File: src/hdl/iflp_consts.svh
// Constants shared by both ends of the interrupt level/priority link.
// Assumes byte addressing on the link and APB word addressing on the core end.
`ifndef IFLP_CONSTS_SVH
`define IFLP_CONSTS_SVH

// ----------------------------------------------------------------------
// Link map of the controller, byte offsets
// ----------------------------------------------------------------------
`define IFLP_OFF_PEND 8'h00
`define IFLP_OFF_MASK 8'h08
`define IFLP_OFF_LVL 8'h18
`define IFLP_OFF_ICR 8'h40
`define IFLP_OFF_ICR_END 8'h7F
`define IFLP_OFF_SWACK 8'hE0
`define IFLP_OFF_LACK1 8'hE4
`define IFLP_BLK_MASK 8'hF8

// ----------------------------------------------------------------------
// Vectors, fixed sources, transfer encoding
// ----------------------------------------------------------------------
`define IFLP_VEC_BASE0 8'h40
`define IFLP_VEC_BASE1 8'h80
`define IFLP_VEC_SPUR 8'h18
`define IFLP_FIRST_PROG 6'h08
`define IFLP_NUM_SRC 63
`define IFLP_SCORE_FIXED 4'h5
`define IFLP_MASK_RST 64'hFFFF_FFFF_FFFF_FFFF
`define IFLP_TT_VECTOR_FETCH_CYCLE 2'h3
`define IFLP_TM_VECTOR_FETCH_CYCLE 3'h1
`define IFLP_TT_NORM 2'h0
`define IFLP_LVL_NMI 3'h7

// ----------------------------------------------------------------------
// Core end APB map and field positions
// ----------------------------------------------------------------------
`define IFLP_APB_CMD 12'h000
`define IFLP_APB_STAT 12'h004
`define IFLP_APB_SRMASK 12'h008
`define IFLP_CMD_WR_BIT 16
`define IFLP_CMD_VECTOR_FETCH_CYCLE_BIT 17
`define IFLP_STAT_BUSY_BIT 24

`endif

File: src/hdl/iflp_pkg.sv
// Types shared by both ends of the interrupt level/priority link.
// Assumes nothing beyond the constants header.
package iflp_pkg;
    typedef logic [2:0] iflp_lvl_t;
    typedef logic [5:0] iflp_src_t;
    typedef enum logic [0:0] {ST_IDLE, ST_WAIT} iflp_core_st_t;
endpackage

File: src/hdl/iflp_link_if.sv
// Link between the interrupt controller and the processor core end.
// Assumes both ends run on the same system clock.
`timescale 1ns/1ps
`default_nettype none
interface iflp_link_if;
    logic [2:0] ipl;    // Encoded request level, 0 = none
    logic req;          // Access request, held until done
    logic we;
    logic [7:0] addr;
    logic [7:0] wdata;
    logic [1:0] tt;     // Transfer type
    logic [2:0] tm;     // Transfer modifier
    logic done;         // One-cycle answer
    logic [7:0] rdata;
    modport dev (output ipl, done, rdata, input req, we, addr, wdata, tt, tm);
    modport core (input ipl, done, rdata, output req, we, addr, wdata, tt, tm);
endinterface
`default_nettype wire

File: src/hdl/iflp_ctrl.sv
// Interrupt controller: 63 request lines, per-source level and priority,
// masking, decoded and encoded level, vector answer for acknowledges.
// Assumes the core end holds a link request until done and that
// peripherals keep requests up until serviced.
`timescale 1ns/1ps
`default_nettype none
`include "iflp_consts.svh"

// Notes on behaviour
// - 63 sources, 56 programmable, 7 fixed
// - Own 8-bit control byte, level and priority
// - Every source has its own vector
// - Per-source mask plus one mask-all bit
// - Hardware and software acknowledges both answered
// - Wake-up output while any request active
// - Three-bit encoded level, 7 highest, 0 none
// - Core takes level above its mask field
// - Core: level 7 edge, 1-6 level, maskable
// - Peripheral holds request until service clears it
// - Acknowledge byte read by special transfer encoding
// - User vectors lie in 64 to 255
// - Acknowledge never touches or clears the peripheral
// - Seven levels, up to nine requests each
// - Codes 111-100 over fixed, fixed over 011-000
// - Sources 1-7 fixed at own level midpoint
// - Software puts at most eight per level
// - Requests evaluated continuously against masks
// - Decoded 7-bit level, ORed, highest encoded
// - Acknowledged level from address bits 4:2
// - Vector is base 64 or 128 plus source
// - No request at level returns vector 24
module iflp_ctrl
    import iflp_pkg::*;
#(
    parameter bit SECOND = 1'b0
)
(
    input wire logic CLK_SYS_IN,
    input wire logic ARST_N_IN,
    iflp_link_if.dev LINK,
    input wire logic [63:1] SRC_REQ_IN,
    input wire logic [7:1] LEVEL_VEC_IN,
    output logic [7:1] LEVEL_VEC_OUT,
    output logic WAKEUP_OUT
);

    // ------------------------------------------------------------------
    // State
    // ------------------------------------------------------------------
    logic [7:0] icr [8:63];     // Control bytes of programmable sources
    logic [63:0] mask;          // Bit 0 masks all
    logic [63:1] active;
    logic [7:1] dec_lvl;
    logic [7:0] next_rdata;
    logic [7:0] vec_base;

    assign vec_base = SECOND ? `IFLP_VEC_BASE1 : `IFLP_VEC_BASE0;

    // ------------------------------------------------------------------
    // Helpers
    // ------------------------------------------------------------------
    // Level of a source; sources 1-7 are wired to their own level
    function automatic iflp_lvl_t src_level(input iflp_src_t n);
        if (n < `IFLP_FIRST_PROG)
        begin
            src_level = n[2:0];
        end
        else
        begin
            src_level = icr[n][5:3];
        end
    endfunction

    // Rank within a level; the fixed source sits between codes 011 and 100
    function automatic logic [3:0] src_score(input iflp_src_t n);
        logic [2:0] p;
        p = icr[(n < `IFLP_FIRST_PROG) ? `IFLP_FIRST_PROG : n][2:0];
        if (n < `IFLP_FIRST_PROG)
        begin
            src_score = `IFLP_SCORE_FIXED;
        end
        else if (p[2])
        begin
            src_score = {1'b0, p} + 4'h2;
        end
        else
        begin
            src_score = {1'b0, p} + 4'h1;
        end
    endfunction

    // Highest ranked active source at a level, 0 when none
    function automatic iflp_src_t best_src(input iflp_lvl_t l);
        logic [3:0] top;
        best_src = 6'h00;
        top = 4'h0;
        for (int i = 1; i <= `IFLP_NUM_SRC; i++)
        begin
            if (active[i] && src_level(6'(i)) == l && src_score(6'(i)) > top)
            begin
                top = src_score(6'(i));
                best_src = 6'(i);
            end
        end
    endfunction

    // Vector for an acknowledged level
    function automatic logic [7:0] ack_vector(input iflp_lvl_t l);
        iflp_src_t s;
        s = best_src(l);
        if (s == 6'h00 || l == 3'h0)
        begin
            ack_vector = `IFLP_VEC_SPUR;
        end
        else
        begin
            ack_vector = vec_base + {2'b00, s};
        end
    endfunction

    // Highest set bit of a decoded level vector
    function automatic iflp_lvl_t enc_level(input logic [7:1] v);
        enc_level = 3'h0;
        for (int i = 1; i <= 7; i++)
        begin
            if (v[i])
            begin
                enc_level = 3'(i);
            end
        end
    endfunction

    // ------------------------------------------------------------------
    // Recognition and prioritisation, evaluated every cycle
    // ------------------------------------------------------------------
    // Masked requests never reach a level or a vector
    assign active = SRC_REQ_IN & ~mask[63:1] & {63{~mask[0]}};

    always_comb
    begin
        dec_lvl = 7'h00;
        for (int i = 1; i <= `IFLP_NUM_SRC; i++)
        begin
            if (active[i] && src_level(6'(i)) != 3'h0)
            begin
                dec_lvl[src_level(6'(i))] = 1'b1;
            end
        end
    end

    // Level outputs registered; the encoded level includes the cascade input
    always_ff @(posedge CLK_SYS_IN or negedge ARST_N_IN)
    begin
        if (!ARST_N_IN)
        begin
            LEVEL_VEC_OUT <= 7'h00;
            LINK.ipl <= 3'h0;
            WAKEUP_OUT <= 1'b0;
        end
        else
        begin
            LEVEL_VEC_OUT <= dec_lvl;
            LINK.ipl <= enc_level(dec_lvl | LEVEL_VEC_IN);
            WAKEUP_OUT <= |active;
        end
    end

    // ------------------------------------------------------------------
    // Link read decode
    // ------------------------------------------------------------------
    always_comb
    begin
        next_rdata = 8'h00;
        if (LINK.tt == `IFLP_TT_VECTOR_FETCH_CYCLE && LINK.tm == `IFLP_TM_VECTOR_FETCH_CYCLE)
        begin
            next_rdata = ack_vector(LINK.addr[4:2]);
        end
        else if (LINK.addr == `IFLP_OFF_SWACK)
        begin
            next_rdata = ack_vector(enc_level(dec_lvl));
        end
        else if (LINK.addr >= `IFLP_OFF_LACK1)
        begin
            next_rdata = ack_vector(LINK.addr[4:2]);
        end
        else if ((LINK.addr & `IFLP_BLK_MASK) == `IFLP_OFF_PEND)
        begin
            next_rdata = 8'({active, 1'b0} >> {LINK.addr[2:0], 3'b000});
        end
        else if ((LINK.addr & `IFLP_BLK_MASK) == `IFLP_OFF_MASK)
        begin
            next_rdata = mask[{LINK.addr[2:0], 3'b000} +: 8];
        end
        else if (LINK.addr == `IFLP_OFF_LVL)
        begin
            next_rdata = {dec_lvl, 1'b0};
        end
        else if (LINK.addr >= `IFLP_OFF_ICR && LINK.addr <= `IFLP_OFF_ICR_END)
        begin
            if (LINK.addr[5:0] < `IFLP_FIRST_PROG)
            begin
                next_rdata = {2'b00, LINK.addr[2:0], 3'b000};
            end
            else
            begin
                next_rdata = icr[LINK.addr[5:0]];
            end
        end
    end

    // ------------------------------------------------------------------
    // Link answer: one cycle after the request is seen
    // ------------------------------------------------------------------
    always_ff @(posedge CLK_SYS_IN or negedge ARST_N_IN)
    begin
        if (!ARST_N_IN)
        begin
            LINK.done <= 1'b0;
            LINK.rdata <= 8'h00;
        end
        else
        begin
            LINK.done <= LINK.req && !LINK.done;
            if (LINK.req && !LINK.done && !LINK.we)
            begin
                LINK.rdata <= next_rdata;
            end
        end
    end

    // Writes; fixed sources have no storage and ignore writes
    always_ff @(posedge CLK_SYS_IN or negedge ARST_N_IN)
    begin
        if (!ARST_N_IN)
        begin
            mask <= `IFLP_MASK_RST;
            for (int i = 8; i <= 63; i++)
            begin
                icr[i] <= 8'h00;
            end
        end
        else if (LINK.req && !LINK.done && LINK.we && LINK.tt == `IFLP_TT_NORM)
        begin
            if ((LINK.addr & `IFLP_BLK_MASK) == `IFLP_OFF_MASK)
            begin
                mask[{LINK.addr[2:0], 3'b000} +: 8] <= LINK.wdata;
            end
            else if (LINK.addr >= `IFLP_OFF_ICR && LINK.addr <= `IFLP_OFF_ICR_END &&
                     LINK.addr[5:0] >= `IFLP_FIRST_PROG)
            begin
                icr[LINK.addr[5:0]] <= LINK.wdata;
            end
        end
    end

endmodule
`default_nettype wire

File: src/flat_wrapper.sv
// flat-port wrapper written by rule: the top's interface ports become plain ports
module iflp_ctrl_flat import iflp_pkg::*;
#(
    parameter bit SECOND = 1'b0
)
  (CLK_SYS_IN, ARST_N_IN, SRC_REQ_IN, LEVEL_VEC_IN, LEVEL_VEC_OUT, WAKEUP_OUT, LINK_ipl, LINK_done, LINK_rdata, LINK_req, LINK_we, LINK_addr, LINK_wdata, LINK_tt, LINK_tm);
  iflp_link_if LINK_i ();
  input wire logic CLK_SYS_IN;
  input wire logic ARST_N_IN;
  input wire logic [63:1] SRC_REQ_IN;
  input wire logic [7:1] LEVEL_VEC_IN;
  output logic [7:1] LEVEL_VEC_OUT;
  output logic WAKEUP_OUT;
  output wire logic [$bits(LINK_i.ipl)-1:0] LINK_ipl;
  output wire logic [$bits(LINK_i.done)-1:0] LINK_done;
  output wire logic [$bits(LINK_i.rdata)-1:0] LINK_rdata;
  input wire logic [$bits(LINK_i.req)-1:0] LINK_req;
  input wire logic [$bits(LINK_i.we)-1:0] LINK_we;
  input wire logic [$bits(LINK_i.addr)-1:0] LINK_addr;
  input wire logic [$bits(LINK_i.wdata)-1:0] LINK_wdata;
  input wire logic [$bits(LINK_i.tt)-1:0] LINK_tt;
  input wire logic [$bits(LINK_i.tm)-1:0] LINK_tm;
  assign LINK_ipl = LINK_i.ipl;
  assign LINK_done = LINK_i.done;
  assign LINK_rdata = LINK_i.rdata;
  assign LINK_i.req = LINK_req;
  assign LINK_i.we = LINK_we;
  assign LINK_i.addr = LINK_addr;
  assign LINK_i.wdata = LINK_wdata;
  assign LINK_i.tt = LINK_tt;
  assign LINK_i.tm = LINK_tm;
  iflp_ctrl #(.SECOND(SECOND)) u_core (.CLK_SYS_IN(CLK_SYS_IN), .ARST_N_IN(ARST_N_IN), .LINK(LINK_i), .SRC_REQ_IN(SRC_REQ_IN), .LEVEL_VEC_IN(LEVEL_VEC_IN), .LEVEL_VEC_OUT(LEVEL_VEC_OUT), .WAKEUP_OUT(WAKEUP_OUT));
endmodule
File: config.mk
export PLATFORM = sky130hd
export DESIGN_NAME = iflp_ctrl_flat
export DESIGN_NICKNAME = d
export VERILOG_FILES = /design/src/hdl/iflp_pkg.sv /design/src/hdl/iflp_link_if.sv /design/src/hdl/iflp_ctrl.sv /design/src/flat_wrapper.sv
export VERILOG_INCLUDE_DIRS = /design/src /design/src/hdl
export SDC_FILE = /design/constraint.sdc
export NUM_CORES = 2
export LEC_CHECK = 0
export BUFFER_PORTS_ARGS = -buffer_cell sky130_fd_sc_hd__buf_2
export CAP_MARGIN = 20
export CORE_UTILIZATION = 41
export CTS_BUF_LIST = sky130_fd_sc_hd__clkbuf_8
export DETAILED_ROUTE_END_ITERATION = 12
export REMOVE_ABC_BUFFERS = 1
export SKIP_LAST_GASP = 1
export SLEW_MARGIN = 0
export SYNTH_ARGS = -nofsm -noshare
export SYNTH_HDL_FRONTEND = slang
export SYNTH_SLANG_ARGS = --single-unit
File: constraint.sdc
create_clock -name CLK_SYS_IN -period 118.8 [get_ports CLK_SYS_IN]
set_input_delay 5.94 -clock CLK_SYS_IN [delete_from_list [all_inputs] [get_ports CLK_SYS_IN]]
set_output_delay 5.94 -clock CLK_SYS_IN [all_outputs]
set_load 0.1 [all_outputs]
==> metrics.md <==
| Metric | Value |
|---|---|
| Status | `finished, final reports clean` |
| # H-tree levels | `3` |
| PortBufs | `between 100 and 150` |
| Vias in the first global route | `55400` |
| Row Count | `138` |
| Final core occ | `about 44%` |
| Bufs on Longest Clock Path | `3` |
| Cell family with most CP delay | `compound AO/OA/AOI/OAI gates` |
| RSZ-0062 raised after global routing | `no` |
| P&R area growth vs syn | `7.09%` |
| Final min period | `103.97 ns` |
| Startpoint Class | `primary input` |
| Initial Util | `41.3%` |
| Setup-failing EPs final | `0` |
| Leading cell type in the layout, fill and taps excluded | `nand2_1` |
| Via total after detailed routing | `roughly 60000` |
| Ys async rst share | `between 90% and 100%` |
| Path type of the worst setup path | `primary input to register` |
| Post-synth EDFFs | `0` |
| Chip Width | `about 380 um` |
| Leakage | `27.3 nW` |
| Slew headroom | `roughly 10%` |
| Crit-path slowest cell | `a2111oi_0` |
| Hold buffer count at CTS | `0` |
| Drt first pass iters | `7` |
| Clk pin slew, worst setup/hold paths | `0.07 ns` |
| ANT nets after route | `0` |
| Crit path buffers/inverters | `13` |
| Final Max Slew Viols | `0` |
| Setup WS pre-CTS | `15.79 ns` |
| Antenna violations before repair | `39` |
| Syn_area_per_cell | `approximately 8.3 um^2` |
| Worst-margin pin slew | `1.34 ns` |
| Fin Clk Skew | `0.0556 ns` |
| Layout net count | `7429` |
| Hold Vio Cnt, Final | `0` |
| Die area | `roughly 0.14 mm^2` |
| Number of synthesized register bits | `532` |
| PwrDens | `11.0 mW/mm^2` |
| CTS resizes | `0` |
| Max Freq | `~9.6 MHz` |
| Main synth FF type | `dfrtp_1` |
| Max-cap violation count | `0` |
| Synth warnings | `0` |
| Ports | `115` |
| Fin worst setup slack | `14.83 ns` |
| Register area share after synthesis | `22.9%` |
| Req. time, crit path | `119.51 ns` |
| Synthesized instance count | `6999` |
| Crit Path Max Fanout | `12` |
| Commonest non-fill, non-tap cells in the layout | `686 x nand2_1, 545 x mux2_2, 468 x dfrtp_1` |
| First-pass GRT wire length | `between 400000 and 500000 um` |
| Worst path most repeated cell | `ha_1` |
| Post-CTS Setup Bufs | `0` |
| GRT overflow | `0` |
| Netlist cell types | `195` |
| Die H | `roughly 380 um` |
| Core area | `around 0.14 mm^2` |
| Post-synthesis cell area | `0.0584 mm^2` |
| Hold slack | `about 0.47 ns` |
| Share of cells above drive strength 1 | `between 20% and 30%` |
| Via density | `6.72` |
| Post-detail-place hpwl | `255000 um` |
| Gr usage total | `43.0%` |
| DR WL/cell | `35.6 um` |
| VDD IR-drop max | `8.93 uV` |
| CTS sink count | `532` |
| Worst min path class | `register to register` |
| TNS Setup | `0 ns` |
| Period Utilization, post-route | `87.5%` |
| Clk Latency, worst-skew pair | `0.85 ns` |
| Initial DRC count | `8014` |
| Clock Tree Root | `clkbuf_8` |
| Worst setup EP type | `register` |
| Routability cong. | `1.13` |
| Largest net degree at the start of global routing | `101` |
| Cts bufs inserted | `99` |
| Drt total wl | `around 320000 um` |
| DR DRC count | `0` |
| CTS tree | `built` |
| Tot Pwr | `around 0.0007 W` |
| Arrival @ worst endpoint | `104.68 ns` |
| Fillcell total | `14300` |
| CP max stage delay | `between 1 and 1.5 ns` |
[cell usage after synthesis, drive strengths merged, types with 27 or more instances]
master	instances	area [um^2]
inv	387	1460
nor3b	35	268
or4	67	519
xor2	93	815
and2	74	500
xnor2	222	1970
a41oi	31	279
a22oi	201	1520
and3	39	289
dfrtp	468	11700
a221oi	54	563
ha	401	5020
nor4b	49	442
a31oi	64	447
nand2b	104	651
nor3	219	1150
or3	64	430
nor2	458	1730
o221ai	31	309
nand2	696	2650
a21oi	304	1590
mux2	557	6310
mux2i	72	797
or3b	65	577
o31ai	27	250
nand4	146	938
buf	110	795
or2	30	193
nor4	107	752
dfstp	64	1680
nand3	201	1040
clkbuf	302	1290
o22ai	109	696
a21o	30	250
a211oi	36	340
o21a	32	250
nand3b	55	413
nor2b	65	407
o21ai	475	2420
o31a	27	248
o211ai	51	428
[worst register-to-register path, delay by kind of cell (launching register included)]
kind	cells	cell delay [ns]
adder cells (fa/ha/maj)	61	19.04
multiplexers	29	10.36
AND/OR/NAND/NOR	141	27.64
AO/OA/AOI/OAI	162	40.87
flip-flops	1	1.03
buffers and inverters	13	1.48
[stage by stage]
step,cells,instance area [um^2]
after CTS,8900,62400
final,8921,62500
after floorplan,6574,56100
after global placement,8711,60200
after detailed placement,8716,60300
after global routing,8910,62500
[worst paths after layout]
check                                  from              endpoint  slack (ns)  cells past startpoint
max                          SRC_REQ_IN[16]  u_core.LINK.rdata[3]       14.83                    406
min                        u_core.LINK.done      u_core.LINK.done        0.47                      1
max reg2reg                  u_core.mask[0]  u_core.LINK.rdata[3]       18.30                    406
min reg2reg                u_core.LINK.done      u_core.LINK.done        0.47                      1
max in group asynchronous         ARST_N_IN       u_core.icr[255]      110.33                      4
min in group asynchronous         ARST_N_IN       u_core.icr[377]        5.15                      1
[logic make-up (layout without fill, tap and decap cells)]
group	count (synthesis)	count (layout)	synth area share, %
DFF	532	532	22.9
other	0	15	0
buffers and inverters	814	831	6.34
muxes	631	631	12.2
adders and majority gates	415	415	8.85
AOI/OAI and AO/OA	1735	1735	21.2
and+or+nand+nor	2557	2557	23.7
xor gates and xnor gates	315	315	4.78
[state kept, by name (all words and copies together) (netlist names)]
name,count
u_core.LINK.ipl,3
u_core.icr,448
u_core.LINK.rdata,8
u_core.LINK.done,1
u_core.LEVEL_VEC_OUT,7
u_core.WAKEUP_OUT,1
u_core.mask,64
[area by class of cell]
cell class                 count  area, um^2  share of cell area (%)
inverter                     389        1460                    2.34
multi-input combinational   5653       41400                    66.2
timing repair buffer         258        1730                    2.77
sequential                   532       13400                    21.4
clock inverter                57         387                   0.619
antenna                       15        37.5                  0.0601
tap                         1890        2360                    3.78
clock buffer                 127        1750                    2.80
[layer usage]
layer / GRT usage (%) / share of wire, % / up-vias
met5: 0 / 0.091 / -
met4: 18.5 / 5.0 / 40
met3: 10.9 / 10 / 655
met2: 63.2 / 42 / 3374
met1: 59.2 / 43 / 29900
li1: - / - / 25900
[where the power goes]
part / internal [W] / leakage, nW / switching [W]
logic: 0.000114 / 19.2 / 0.000192
registers: 0.000183 / 6.97 / 0.00000304
clock network: 0.000104 / 1.19 / 0.0000914
No activity file was read; power rests on OpenSTA's default activity.
